**config.mk**
```make
export PLATFORM = sky130hd
export DESIGN_NAME = utf_top
export DESIGN_NICKNAME = d
export VERILOG_FILES = /design/src/rtl/utf_pkg.sv /design/src/rtl/utf_fifo.sv /design/src/rtl/utf_shifter.sv /design/src/rtl/utf_top.sv
export SDC_FILE = /design/constraint.sdc
export NUM_CORES = 1
export LEC_CHECK = 0
export ABC_AREA = 1
export BUFFER_PORTS_ARGS = -buffer_cell sky130_fd_sc_hd__buf_2
export CORE_MARGIN = 8
export CORE_UTILIZATION = 40
export DETAILED_ROUTE_END_ITERATION = 10
export PLACE_DENSITY_LB_ADDON = 0.12
export SLEW_MARGIN = 20
export SYNTH_ARGS = -nofsm -noshare
export SYNTH_HDL_FRONTEND = slang
export SYNTH_HIERARCHICAL = 1
export SYNTH_SLANG_ARGS = --single-unit
```
**constraint.sdc**
```tcl
create_clock -name pclk -period 3.36 [get_ports pclk]
set_input_delay 0.168 -clock pclk [delete_from_list [all_inputs] [get_ports pclk]]
set_output_delay 0.168 -clock pclk [all_outputs]
set_load 0.05 [all_outputs]
```
**src/rtl/utf_pkg.sv**
```systemverilog
package utf_pkg;

	// Register byte offsets on the APB bus
	localparam logic [7:0] ADDR_TX_DATA = 8'h00;
	localparam logic [7:0] ADDR_STATUS = 8'h04;
	localparam logic [7:0] ADDR_FIFO_CONTROL = 8'h08;
	localparam logic [7:0] ADDR_FILL_COUNT = 8'h0C;
	localparam logic [7:0] ADDR_INT_STATUS = 8'h10;
	localparam logic [7:0] ADDR_INT_CLEAR = 8'h14;
	localparam logic [7:0] ADDR_INT_ENABLE = 8'h18;

	// Status register field positions
	localparam int STAT_LOW_BIT = 5;
	localparam int STAT_DONE_BIT = 6;

	// Threshold field position in the FIFO control register
	localparam int CTRL_THR_LSB = 4;
	localparam logic [1:0] CTRL_THR_RESET = 2'h0;

	// Interrupt status bits
	localparam int INT_DONE_BIT = 0;
	localparam int INT_LOW_BIT = 1;
	localparam int INT_DROP_BIT = 2;
	localparam int INT_W = 3;

	// Reset values of the two flags
	localparam logic DONE_RESET = 1'b1;
	localparam logic LOW_RESET = 1'b1;

	// FIFO geometry and fill count width
	localparam int FIFO_DEPTH = 64;
	localparam int CNT_W = 7;

	// Serial bit period in pclk cycles
	localparam int BIT_CYCLES = 16;

	// Trigger counts selected by the two threshold bits
	localparam logic [CNT_W-1:0] THR_SEL0 = 7'h08;
	localparam logic [CNT_W-1:0] THR_SEL1 = 7'h04;
	localparam logic [CNT_W-1:0] THR_SEL2 = 7'h02;
	localparam logic [CNT_W-1:0] THR_SEL3 = 7'h00;
	localparam logic [CNT_W-1:0] THR_MAX = 7'h08;

	// Shifter states
	typedef enum logic [1:0] {
		UTF_SH_IDLE = 2'b00,
		UTF_SH_START = 2'b01,
		UTF_SH_DATA = 2'b10,
		UTF_SH_STOP = 2'b11
	} utf_sh_state_t;

	// Decode the threshold field into a byte count
	function automatic logic [CNT_W-1:0] thr_count(input logic [1:0] sel);
		logic [CNT_W-1:0] val;
		case (sel)
			2'h0: val = THR_SEL0;
			2'h1: val = THR_SEL1;
			2'h2: val = THR_SEL2;
			default: val = THR_SEL3;
		endcase
		return val;
	endfunction

endpackage

```
**src/rtl/utf_fifo.sv**
```systemverilog
`timescale 1ns/10ps
`default_nettype none
module utf_fifo #(
	parameter int DEPTH = utf_pkg::FIFO_DEPTH
) (
	input wire logic pclk,
	input wire logic presetn,
	input wire logic push,
	input wire logic [7:0] push_data,
	input wire logic pop,
	output logic [7:0] pop_data,
	output logic [utf_pkg::CNT_W-1:0] count,
	output logic full,
	output logic empty
);
	localparam int AW = $clog2(DEPTH);

	// Pointer arithmetic wraps, so the depth must be a power of two
	if (DEPTH < 2 || DEPTH > 64 || (DEPTH & (DEPTH - 1)) != 0) begin : g_chk
		$error("utf_fifo: DEPTH must be a power of two from 2 to 64");
	end

	logic [7:0] mem_ff [DEPTH];	// Byte storage
	logic [AW-1:0] wr_ptr_ff, nxt_wr_ptr;
	logic [AW-1:0] rd_ptr_ff, nxt_rd_ptr;
	logic [utf_pkg::CNT_W-1:0] cnt_ff, nxt_cnt;
	logic do_push, do_pop;

	// Push into a full FIFO is lost; pop from empty is ignored
	always_comb begin
		do_push = push && !full;	// RQ9
		do_pop = pop && !empty;
		nxt_wr_ptr = do_push ? wr_ptr_ff + 1'b1 : wr_ptr_ff;
		nxt_rd_ptr = do_pop ? rd_ptr_ff + 1'b1 : rd_ptr_ff;
		nxt_cnt = cnt_ff;
		if (do_push && !do_pop) begin
			nxt_cnt = cnt_ff + 1'b1;	// RQ12
		end else if (do_pop && !do_push) begin
			nxt_cnt = cnt_ff - 1'b1;	// RQ12
		end
	end

	// Pointer and count registers
	always_ff @(posedge pclk or negedge presetn) begin
		if (!presetn) begin
			wr_ptr_ff <= '0;
			rd_ptr_ff <= '0;
			cnt_ff <= '0;
		end else begin
			wr_ptr_ff <= nxt_wr_ptr;
			rd_ptr_ff <= nxt_rd_ptr;
			cnt_ff <= nxt_cnt;
		end
	end

	// Storage has no reset; only written slots are ever read
	always_ff @(posedge pclk) begin
		if (do_push) begin
			mem_ff[wr_ptr_ff] <= push_data;
		end
	end

	assign pop_data = mem_ff[rd_ptr_ff];
	assign count = cnt_ff;
	assign full = (cnt_ff == utf_pkg::CNT_W'(DEPTH));	// RQ8
	assign empty = (cnt_ff == '0);
endmodule
`default_nettype wire

```
**src/rtl/utf_shifter.sv**
```systemverilog
`timescale 1ns/10ps
`default_nettype none
module utf_shifter #(
	parameter int BIT_CYCLES = utf_pkg::BIT_CYCLES
) (
	input wire logic pclk,
	input wire logic presetn,
	input wire logic have_data,
	input wire logic [7:0] data,
	output logic take,
	output logic char_done,
	output logic txd
);
	if (BIT_CYCLES < 1 || BIT_CYCLES > 65535) begin : g_chk
		$error("utf_shifter: BIT_CYCLES out of range");
	end

	utf_pkg::utf_sh_state_t state_ff, nxt_state;
	logic [15:0] tick_ff, nxt_tick;	// Cycles left in the current bit
	logic [2:0] bit_ff, nxt_bit;	// Data bit index
	logic [7:0] sh_ff, nxt_sh;	// Shift register, LSB first
	logic txd_ff, nxt_txd;
	logic bit_end;

	// Frame sequencer: start bit, eight data bits, one stop bit
	always_comb begin
		bit_end = (tick_ff == '0);
		nxt_state = state_ff;
		nxt_tick = bit_end ? 16'(BIT_CYCLES - 1) : tick_ff - 1'b1;
		nxt_bit = bit_ff;
		nxt_sh = sh_ff;
		nxt_txd = txd_ff;
		take = 1'b0;
		char_done = 1'b0;
		case (state_ff)
			utf_pkg::UTF_SH_IDLE: begin
				nxt_txd = 1'b1;
				nxt_tick = 16'(BIT_CYCLES - 1);
				// Load the next byte as soon as one waits
				if (have_data) begin
					take = 1'b1;
					nxt_sh = data;
					nxt_txd = 1'b0;
					nxt_state = utf_pkg::UTF_SH_START;
				end
			end
			utf_pkg::UTF_SH_START: begin
				if (bit_end) begin
					nxt_txd = sh_ff[0];
					nxt_bit = 3'h0;
					nxt_state = utf_pkg::UTF_SH_DATA;
				end
			end
			utf_pkg::UTF_SH_DATA: begin
				if (bit_end) begin
					if (bit_ff == 3'h7) begin
						nxt_txd = 1'b1;
						nxt_state = utf_pkg::UTF_SH_STOP;
					end else begin
						nxt_sh = {1'b0, sh_ff[7:1]};
						nxt_txd = sh_ff[1];
						nxt_bit = bit_ff + 1'b1;
					end
				end
			end
			utf_pkg::UTF_SH_STOP: begin
				// Last bit of the character has gone out
				if (bit_end) begin
					char_done = 1'b1;
					nxt_state = utf_pkg::UTF_SH_IDLE;
				end
			end
			default: begin
				nxt_state = utf_pkg::UTF_SH_IDLE;
			end
		endcase
	end

	// Shifter registers; line idles high
	always_ff @(posedge pclk or negedge presetn) begin
		if (!presetn) begin
			state_ff <= utf_pkg::UTF_SH_IDLE;
			tick_ff <= '0;
			bit_ff <= '0;
			sh_ff <= '0;
			txd_ff <= 1'b1;
		end else begin
			state_ff <= nxt_state;
			tick_ff <= nxt_tick;
			bit_ff <= nxt_bit;
			sh_ff <= nxt_sh;
			txd_ff <= nxt_txd;
		end
	end

	assign txd = txd_ff;
endmodule
`default_nettype wire

```
**src/rtl/utf_top.sv**
```systemverilog
// The register addresses and the APB interface to the registers were left to the implementer.
`timescale 1ns/10ps
`default_nettype none
// How it works
// RQ1 - Done flag reads 1 after reset
// RQ2 - Done sets after last bit, FIFO empty
// RQ3 - Any data write clears done flag; a write in the same cycle as the done event leaves it set
// RQ4 - Low flag is 1 after reset
// RQ5 - Low flag sets when count drops to threshold
// RQ6 - Threshold comes from two control bits
// RQ7 - Low clears after refill and read-then-zero
// RQ8 - Transmit FIFO holds 64 bytes
// RQ9 - Writes into a full FIFO are dropped
// RQ10 - Fill count register shows FIFO occupancy
// RQ11 - Zero clears only after reading one
// RQ12 - Count tracks every push and pop
module utf_top #(
	parameter int DEPTH = utf_pkg::FIFO_DEPTH,
	parameter int BIT_CYCLES = utf_pkg::BIT_CYCLES
) (
	input wire logic pclk,
	input wire logic presetn,
	input wire logic psel,
	input wire logic penable,
	input wire logic pwrite,
	input wire logic [7:0] paddr,
	input wire logic [31:0] pwdata,
	output logic [31:0] prdata,
	output logic pready,
	output logic pslverr,
	output logic irq,
	output logic txd
);
	// Threshold must stay below the FIFO size or the low flag never clears
	if (DEPTH <= int'(utf_pkg::THR_MAX)) begin : g_chk
		$error("utf_top: DEPTH must exceed the largest threshold");
	end

	// Bus handshake state
	logic pready_ff, nxt_pready;
	logic pslverr_ff, nxt_pslverr;
	logic [31:0] prdata_ff, nxt_prdata;
	logic acc;	// Access phase completing this edge
	logic wr_data, wr_stat, wr_ctrl, wr_iclr, wr_ien, rd_stat;

	// Flags and software-visible control
	logic done_ff, nxt_done;
	logic low_ff, nxt_low;
	logic armed_ff, nxt_armed;	// Low flag was read as 1
	logic [1:0] thr_sel_ff, nxt_thr_sel;
	logic [utf_pkg::INT_W-1:0] ist_ff, nxt_ist;
	logic [utf_pkg::INT_W-1:0] ien_ff, nxt_ien;
	logic irq_ff, nxt_irq;

	// Datapath links
	logic [utf_pkg::CNT_W-1:0] count;
	logic [utf_pkg::CNT_W-1:0] thr;
	logic full, empty, take, char_done;
	logic [7:0] head;
	logic push, done_ev, low_ev, drop_ev;

	// Decode the address of a bus request
	function automatic logic hit(input logic [7:0] a, input logic [7:0] reg_addr);
		return a == reg_addr;
	endfunction

	// Transmit FIFO, 64 entries by default
	utf_fifo #( // RQ8
		.DEPTH(DEPTH)
	) u_fifo (
		.pclk(pclk),
		.presetn(presetn),
		.push(push),
		.push_data(pwdata[7:0]),
		.pop(take),
		.pop_data(head),
		.count(count),
		.full(full),
		.empty(empty)
	);

	// Serialiser that drains the FIFO
	utf_shifter #(
		.BIT_CYCLES(BIT_CYCLES)
	) u_shifter (
		.pclk(pclk),
		.presetn(presetn),
		.have_data(!empty),
		.data(head),
		.take(take),
		.char_done(char_done),
		.txd(txd)
	);

	// Request decode; effects happen only on the completing edge
	always_comb begin
		acc = psel && penable && pready_ff;
		wr_data = acc && pwrite && hit(paddr, utf_pkg::ADDR_TX_DATA);
		wr_stat = acc && pwrite && hit(paddr, utf_pkg::ADDR_STATUS);
		wr_ctrl = acc && pwrite && hit(paddr, utf_pkg::ADDR_FIFO_CONTROL);
		wr_iclr = acc && pwrite && hit(paddr, utf_pkg::ADDR_INT_CLEAR);
		wr_ien = acc && pwrite && hit(paddr, utf_pkg::ADDR_INT_ENABLE);
		rd_stat = acc && !pwrite && hit(paddr, utf_pkg::ADDR_STATUS);
		thr = utf_pkg::thr_count(thr_sel_ff);	// RQ6
		// A byte offered to a full FIFO is thrown away
		push = wr_data && !full;	// RQ9
		drop_ev = wr_data && full;	// RQ9
	end

	// APB slave: answer one cycle after setup, data prepared at setup
	always_comb begin
		nxt_pready = psel && !penable;
		nxt_prdata = prdata_ff;
		nxt_pslverr = 1'b0;
		if (psel && !penable) begin
			nxt_prdata = 32'h0000_0000;
			case (paddr)
				utf_pkg::ADDR_TX_DATA: begin
					// Write-only; reads as zero
					nxt_prdata = 32'h0000_0000;
				end
				utf_pkg::ADDR_STATUS: begin
					nxt_prdata[utf_pkg::STAT_DONE_BIT] = done_ff;	// RQ1
					nxt_prdata[utf_pkg::STAT_LOW_BIT] = low_ff;
				end
				utf_pkg::ADDR_FIFO_CONTROL: begin
					nxt_prdata[utf_pkg::CTRL_THR_LSB +: 2] = thr_sel_ff;
				end
				utf_pkg::ADDR_FILL_COUNT: begin
					nxt_prdata[utf_pkg::CNT_W-1:0] = count;	// RQ10
				end
				utf_pkg::ADDR_INT_STATUS: begin
					nxt_prdata[utf_pkg::INT_W-1:0] = ist_ff;
				end
				utf_pkg::ADDR_INT_CLEAR: begin
					nxt_prdata = 32'h0000_0000;
				end
				utf_pkg::ADDR_INT_ENABLE: begin
					nxt_prdata[utf_pkg::INT_W-1:0] = ien_ff;
				end
				default: begin
					// Unmapped offset answers with an error
					nxt_pslverr = 1'b1;
				end
			endcase
		end else if (pready_ff) begin
			nxt_pslverr = 1'b0;
		end
	end

	// Bus answer registers
	always_ff @(posedge pclk or negedge presetn) begin
		if (!presetn) begin
			pready_ff <= 1'b0;
			pslverr_ff <= 1'b0;
			prdata_ff <= 32'h0000_0000;
		end else begin
			pready_ff <= nxt_pready;
			pslverr_ff <= nxt_pslverr;
			prdata_ff <= nxt_prdata;
		end
	end

	// Transmit-done and FIFO-low flags; a set always beats a clear
	always_comb begin
		done_ev = char_done && empty;	// RQ2
		// Count after this cycle's pop, compared with the trigger
		low_ev = take && ((count - 1'b1) <= thr);	// RQ5 RQ12
		nxt_done = done_ff;
		if (done_ev) begin
			nxt_done = 1'b1;	// RQ2
		end else if (wr_data) begin
			nxt_done = 1'b0;	// RQ3
		end
		nxt_low = low_ff;
		nxt_armed = armed_ff;
		// Arm on the value the read returned, not on the flag at the access edge
		if (rd_stat && prdata_ff[utf_pkg::STAT_LOW_BIT]) begin
			nxt_armed = 1'b1;	// RQ11
		end
		if (low_ev) begin
			nxt_low = 1'b1;	// RQ5
		end else if (wr_stat && !pwdata[utf_pkg::STAT_LOW_BIT] && armed_ff && count > thr) begin
			nxt_low = 1'b0;	// RQ7 RQ11
		end
		// Any write to the status word consumes the earlier read
		if (wr_stat) begin
			nxt_armed = 1'b0;
		end
		nxt_thr_sel = wr_ctrl ? pwdata[utf_pkg::CTRL_THR_LSB +: 2] : thr_sel_ff;	// RQ6
	end

	// Flag registers; both flags come out of reset set
	always_ff @(posedge pclk or negedge presetn) begin
		if (!presetn) begin
			done_ff <= utf_pkg::DONE_RESET;	// RQ1
			low_ff <= utf_pkg::LOW_RESET;	// RQ4
			armed_ff <= 1'b0;
			thr_sel_ff <= utf_pkg::CTRL_THR_RESET;
		end else begin
			done_ff <= nxt_done;
			low_ff <= nxt_low;
			armed_ff <= nxt_armed;
			thr_sel_ff <= nxt_thr_sel;
		end
	end

	// Sticky interrupt status; new events win over a clear
	always_comb begin
		nxt_ist = ist_ff;
		if (wr_iclr) begin
			nxt_ist = ist_ff & ~pwdata[utf_pkg::INT_W-1:0];
		end
		nxt_ist[utf_pkg::INT_DONE_BIT] = nxt_ist[utf_pkg::INT_DONE_BIT] | done_ev;
		nxt_ist[utf_pkg::INT_LOW_BIT] = nxt_ist[utf_pkg::INT_LOW_BIT] | low_ev;
		nxt_ist[utf_pkg::INT_DROP_BIT] = nxt_ist[utf_pkg::INT_DROP_BIT] | drop_ev;
		nxt_ien = wr_ien ? pwdata[utf_pkg::INT_W-1:0] : ien_ff;
		// Level output changes on the same edge as the enabled sticky bits
		nxt_irq = |(nxt_ist & nxt_ien);
	end

	// Interrupt registers
	always_ff @(posedge pclk or negedge presetn) begin
		if (!presetn) begin
			ist_ff <= '0;
			ien_ff <= '0;
			irq_ff <= 1'b0;
		end else begin
			ist_ff <= nxt_ist;
			ien_ff <= nxt_ien;
			irq_ff <= nxt_irq;
		end
	end

	assign prdata = prdata_ff;
	assign pready = pready_ff;
	assign pslverr = pslverr_ff;
	assign irq = irq_ff;
endmodule
`default_nettype wire
```
==> results of run 1 <==
==> critical path, stage by stage, from the launching register on <==
cell and delay [ns]:
dfrtp_1 0.45, inv_1 0.12, nand3_1 0.14, nor3_4 0.08
nor4_2 0.39, inv_1 0.14, nor2_4 0.14, buf_4 0.23
nand4_1 0.40, buf_4 0.33, nor2_1 0.11, buf_4 0.21
==> metrics by stage <==
stage	std cells	power (uW)	util, %	hold slack (ns)	setup slack, ns
floorplan	2569	8157	-	-0.1276	0.3735
global placement	3430	8325	42.80	0.3892	0.2239
detailed placement	3430	8329	42.80	0.3934	0.2422
CTS	3557	15310	46.16	0.003732	0.2194
global route	3557	15590	46.17	0.03624	0.03781
finish	3557	15130	46.17	0.03610	0.2820
==> routing by layer <==
| metal | routed length [microns] | vias up | GRT usage (%) |
|---|---|---|---|
| met1 | 31230 | 8644 | 25.91 |
| met4 | 1596 | 0 | 4.945 |
| met5 | 0 | - | 0 |
| met2 | 31980 | 424 | 29.90 |
| met3 | 3379 | 117 | 2.779 |
| li1 | - | 8607 | - |
==> cell type report <==
type                    count  area share, %
clock buffers              89          6.169
clock inverters            29         0.8085
inverters                 230          2.931
multi-input cells        1623          24.66
flip-flops and latches    582          57.68
well taps                 855          3.600
repair buffers            149          4.148
==> cells by family (layout without fill, tap and decap cells) <==
group           Yosys count  after routing
simple gates           1428           1428
flops                   582            582
buf+inv                 364            497
compound gates          117            117
xor+xnor                 28             28
fa+ha+maj                25             25
other cells               1             25
==> synth_stat cells (all sizes together) (2+ instances only) <==
cell type | n | area [sq um]
edfxtp | 512 | 15370
clkinv | 3 | 11.26
dfstp | 3 | 78.83
nand4 | 16 | 106.4
nor3 | 8 | 67.56
inv | 227 | 852.1
nand3 | 310 | 1597
o211ai | 25 | 187.7
or2 | 2 | 12.52
a31oi | 3 | 18.77
xor2 | 21 | 183.9
a21oi | 48 | 240.2
nand3b | 2 | 15.01
and2 | 3 | 18.77
dfrtp | 67 | 1677
xnor2 | 7 | 61.31
o21ai | 37 | 188.9
buf | 104 | 596.8
nand2 | 867 | 3289
ha | 24 | 300.3
nor2 | 218 | 877.1
clkbuf | 30 | 122.6
==> worst paths after layout <==
kind,cells past startpoint,startpoint,endpoint
worst max-delay path,11,u_fifo/count[1],u_fifo/mem_ff[26][7]
worst min-delay path,1,pwdata[2],u_fifo/mem_ff[53][2]
worst max register to register,11,u_fifo/count[1],u_fifo/mem_ff[26][7]
worst min register to register,1,u_shifter/tick_ff[0],u_shifter/tick_ff[0]
max in group asynchronous,2,presetn,u_fifo/rd_ptr_ff[0]
min in group asynchronous,2,presetn,u_shifter/tick_ff[8]
==> state kept, by name, indices dropped and copies added, names as in the netlist, 2 cells and up <==
register            cells
ien_ff                  3
ist_ff                  3
prdata                  7
thr_sel_ff              2
u_fifo/count            7
u_fifo/mem_ff         512
u_fifo/rd_ptr_ff        6
u_fifo/wr_ptr_ff        6
u_shifter/bit_ff        3
u_shifter/sh_ff         8
u_shifter/state_ff      2
u_shifter/tick_ff      16
==> where the power goes <==
part           internal [uW]  switching [uW]
clock network           4070            2880
registers               7880            3.45
logic                   43.9             257
==> what timing repair did <==
| action | CTS | global route |
|---|---|---|
| endpoints found under the setup margin | 0 | 1 |
| resized for setup | 0 | 1 |
| hold buffers | 9 | 0 |
| hold endpoints to repair | 80 | 0 |
==> flow_summary.toml, run 1 <==
[outcome]
outcome = "finished, final reports clean"

[cts]
clock_path_buffers = 3
clkSinkCount = 582
clk-insertion-delay-late_ns = 0.61
numCtsBuffers = 67
htree_levels = 3
path_clk_slew_ns = 0.06
cts_setup_buffers = 0
cts_tree = "built"
clockRootBuffer = "clkbuf_16"

[timing]
max_freq_mhz = 324.9
hold_viol = 0
setup-tns-final_ns = 0
skew_ns = 0.04221
slew_headroom_pct = 40.15
rsz0062_at_grt = "no"
period_needed_ns = 3.078
tightest_slew_ns = 0.8977
finalSetupViolCount = 0
period_share_pct = 91.61
slew_violations = 0

[cells_and_area]
drive_above_1_share_pct = 9.771
fin_area_sq_mm = 0.02971
diodes = 0
nets = 2723
fillCellCount = 6023
multi_input_area_sq_mm = 0.007328
seq_area_sq_mm = 0.01714
mostFrequentLayoutCells = "nand2_1, edfxtp_1, nand3_1"
area_growth_pct = 14.52
mostFrequentLayoutCell = "nand2_1"

[setup_path]
rrSetupSlack_ns = 0.28
crit_path_max_fanout = 15
cp.required_ns = 3.64
crit_arrival_ns = 3.36
start_kind = "flop"
timing.critical_path.to_type = "flop"
worst-setup-path-type = "reg2reg"

[job]
cap_violations = 0

[global_routing]
grt_max_degree = 139
grt_pass1_vias = 17396
grt_use_total_pct = 18.50
grt_pass1_wl_microns = 105800
grt_antenna_before_repair = 0
overflow = 0

[placed_design]
numPortBuffers = 31
placed_cell_area_sq_mm = 0.02754
place_congestion = 0.8387
dp_hpwl_microns = 42320

[floorplanning]
die_x_microns = 270.7
initial_core_util_pct = 40.32
die_h_microns = 270.7
io_pins = 81
dieArea_sq_mm = 0.07327
coreArea_sq_mm = 0.06435
rows = 93

[logic_synthesis]
synth_top_family_by_area = "simple AND/OR/NAND/NOR gates"
netlist_area_sq_mm = 0.02594
synth-compound-area-share_pct = 2.566
synthCells = 2545
synthAdderAreaFrac_pct = 1.235
synth_seq_cells = 582
synthMuxAreaShare_pct = 0
synth_warnings = 6
ys_seq_area_share_pct = 66.03
synth_cell_types = 48
synth-main-ff-cell = "edfxtp_1"
async_flop_share_pct = 12.03
syn_area_per_cell_sq_um = 10.19
synthSimpleGateAreaFrac_pct = 23.11
synth-edff-count = 512
synthXorXnorAreaFrac_pct = 0.9452

[route]
wl_per_cell_microns = 19.17
wl_microns = 68180
vias = 17792
dr.pass1.iters = 7
viasPerCell = 5.002
drt_iter0_drc = 1315
drc = 0
route.antenna.remaining_nets = 0

[power]
powerDensity_mw_per_mm2 = 509.1
leakagePower_uw = 0.01217
ir_drop_uv = 397.9

[hold_path]
hp-class = "in2reg"
No activity file was read; power rests on OpenSTA's default activity.
==> run 2: changes to the inputs <==
ABC_AREA = 0   (was 1)
CAP_MARGIN = 20   (was unset)
==> run 2 against run 1 <==
Against the previous run:
- fmax up 0.13%
- highest routed layer unchanged
- critical endpoint is now u_fifo/count[6]
- routed wire length down 13%
- largest cell class unchanged
- cell count down 32%
- area after synthesis down 6.7%
- sequential power about the same
- clock skew down 0.0096 ns
- first-iteration DRC count down 29%
==> flow_summary.toml, run 2 <==
[cells_and_area]
fin_area_sq_mm = 0.02798
regMostFlops = "u_fifo/mem_ff"
nets = 1640
drive_above_1_share_pct = 23.66
mostFrequentLayoutCells = "edfxtp_1, buf_4, nor2_1"
area_growth_pct = 15.61
diodes = 0
top_regs = "u_fifo/mem_ff (512), u_shifter/tick_ff (16), u_shifter/sh_ff (8)"
mostFrequentLayoutCell = "edfxtp_1"
largest_reg_flops = 512
stdcell_count = 2401

[timing]
period_share_pct = 91.49
rsz0062_at_grt = "no"
whs_ns = 0.08740
period_needed_ns = 3.074
hold_viol = 0
slew_violations = 0
max_freq_mhz = 325.3
finalSetupViolCount = 0
skew_ns = 0.03260
tightest_slew_ns = 1.009
slew_headroom_pct = 32.73

[floorplanning]
rows = 90
io_pins = 81
initial_core_util_pct = 40.25
coreArea_sq_mm = 0.06013
die_h_microns = 262.0
dieArea_sq_mm = 0.06863
die_x_microns = 262.0

[logic_synthesis]
synth_warnings = 6
yosys.area.top_type = "edfxtp_1"
async_flop_share_pct = 12.03
yosysTopAreaCellShare_pct = 63.53
syn_area_per_cell_sq_um = 17.46
synth_cell_types = 77
synth_seq_cells = 582
synth_commonest_cells = "edfxtp_1, nor2_1, mux2i_1"
synth-edff-count = 512
netlist_area_sq_mm = 0.02420
synthTopCellsByArea = "edfxtp_1, mux4_2, dfrtp_1"
yosysMostFrequentCell = "edfxtp_1"
synthCells = 1386
ys_seq_area_share_pct = 70.78
synth-main-ff-cell = "edfxtp_1"

[setup_path]
cp.required_ns = 3.85
cp_top_family = "simple AND/OR/NAND/NOR gates"
critPathSlowestCell = "dfrtp_1"
worst-setup-path-type = "reg2reg"
crit_arrival_ns = 3.57
cp_num_cells = 14
cpMostUsedCell = "buf_4"
r2r_cells = 14
timing.critical_path.to_type = "flop"
path_buf_inv = 3
crit_path_max_fanout = 5
cp_cell_sequence = "nor4_4 > buf_4 > and3_1 > nor2_1 > inv_1 > a31oi_4 > ha_4 > buf_4 > fa_1 > nor2b_1 > o21ai_1 > a2111oi_1 > a211oi_1 > xnor2_1"
rrSetupSlack_ns = 0.29
start_kind = "flop"
cpPeakStageDelay_ns = 0.40

[power]
p_int_uw = 11350
power_switching_uw = 2986
seq_power_share_pct = 54.9
clkPwrFrac_pct = 43.2
ir_drop_uv = 395.2
leakagePower_uw = 0.009778
swShare_pct = 20.83
comb_power_share_pct = 1.8
powerDensity_mw_per_mm2 = 512.3
power_uw = 14330

[hold_path]
holdPathStages = 1
hp-class = "in2reg"

[cts]
cts_tree = "built"
htree_levels = 2
cts_setup_buffers = 0
numCtsBuffers = 60
clockRootBuffer = "clkbuf_16"
path_clk_slew_ns = 0.06
clock_path_buffers = 3
clkSinkCount = 582
clk-insertion-delay-late_ns = 0.64

[outcome]
outcome = "finished, final reports clean"

[job]
cap_violations = 0

[route]
wl_per_cell_microns = 24.57
viasPerCell = 5.404
route.antenna.remaining_nets = 0
drc = 0
vias = 12975
wl_microns = 59000
drt_iter0_drc = 938
dr.pass1.iters = 5

[placed_design]
dp_hpwl_microns = 38070
numPortBuffers = 31
place_congestion = 0.7853
placed_cell_area_sq_mm = 0.02606
placed_cells = 2281

[global_routing]
grt_use_total_pct = 17.35
grt_antenna_before_repair = 0
grt_max_degree = 71
overflow = 0
grt_pass1_wl_microns = 87800
grt_pass1_vias = 13316
run 2: changes by cell type after synthesis, moves of 44 or more:
cell	before	now
nand2_1	861	64
nand3_1	304	21
inv_1	224	21
mux2i_1	0	92
buf_2	60	16
nor2_1	208	100
mux4_2	0	90
run 2: cell families after synthesis:
family,count (synthesis),share of synthesized area [%]
and+or+nand+nor,281,5.842
muxes,199,13.56
buffers and inverters,113,2.859
xor gates and xnor gates,26,0.9410
DFF,582,70.78
adders and majority gates,25,1.324
other,1,0.01550
AOI/OAI and AO/OA,159,4.674
run 2: timing repair:
| action | CTS | global route |
|---|---|---|
| endpoints found under the hold margin | 71 | 0 |
| endpoints found under the setup margin | 0 | 2 |
| hold buffers | 9 | 0 |
| gates resized for setup | 0 | 3 |
run 2: path summary, 6_finish.rpt:
| kind | start | to |
|---|---|---|
| min | pwdata[6] | u_fifo/mem_ff[39][6] |
| max reg2reg | u_fifo/count[5] | u_fifo/count[6] |
| min reg2reg | prdata[3] | prdata[3] |
| max | u_fifo/count[5] | u_fifo/count[6] |
| min in group asynchronous | presetn | prdata[0] |
| max in group asynchronous | presetn | u_fifo/rd_ptr_ff[0] |
run 2: per-stage QoR:
stage | setup slack (ns) | TNS [ns] | utilization, %
global placement | -0.01767 | -0.01767 | 43.33
finish | 0.2860 | 0 | 46.53
CTS | 0.1068 | 0 | 46.50
global route | 0.02774 | 0 | 46.53
detailed placement | -0.09285 | -0.1660 | 43.33
floorplan | 0.05408 | 0 | -
run 2: routing by layer:
layer | up-vias | global-route usage (%) | wire length [microns]
met3 | 66 | 2.323 | 2195
met2 | 247 | 28.15 | 28520
met5 | - | 0 | 0
met1 | 6804 | 24.56 | 27100
met4 | 0 | 4.710 | 1185
li1 | 5858 | - | -
run 2: area by class of cell:
type | count | area [sq um]
multi-input cells | 715 | 6534
fillers | 5207 | 32150
repair buffers | 189 | 1429
well taps | 782 | 978.4
clock buffers | 77 | 1565
inverters | 22 | 82.58
flip-flops and latches | 582 | 17140
clock inverters | 34 | 250.2
run 2: power by group through the flow:
| stage | sequential, uW | clock (uW) | combinational, uW |
|---|---|---|---|
| 2_1_floorplan | 8040 | 0 | 106 |
| 3_3_place_gp | 8020 | 0 | 254 |
| 3_5_place_dp | 8020 | 0 | 262 |
| 4_1_cts | 7870 | 6360 | 268 |
| 5_1_grt | 7870 | 6620 | 285 |
| 6_report | 7870 | 6200 | 260 |
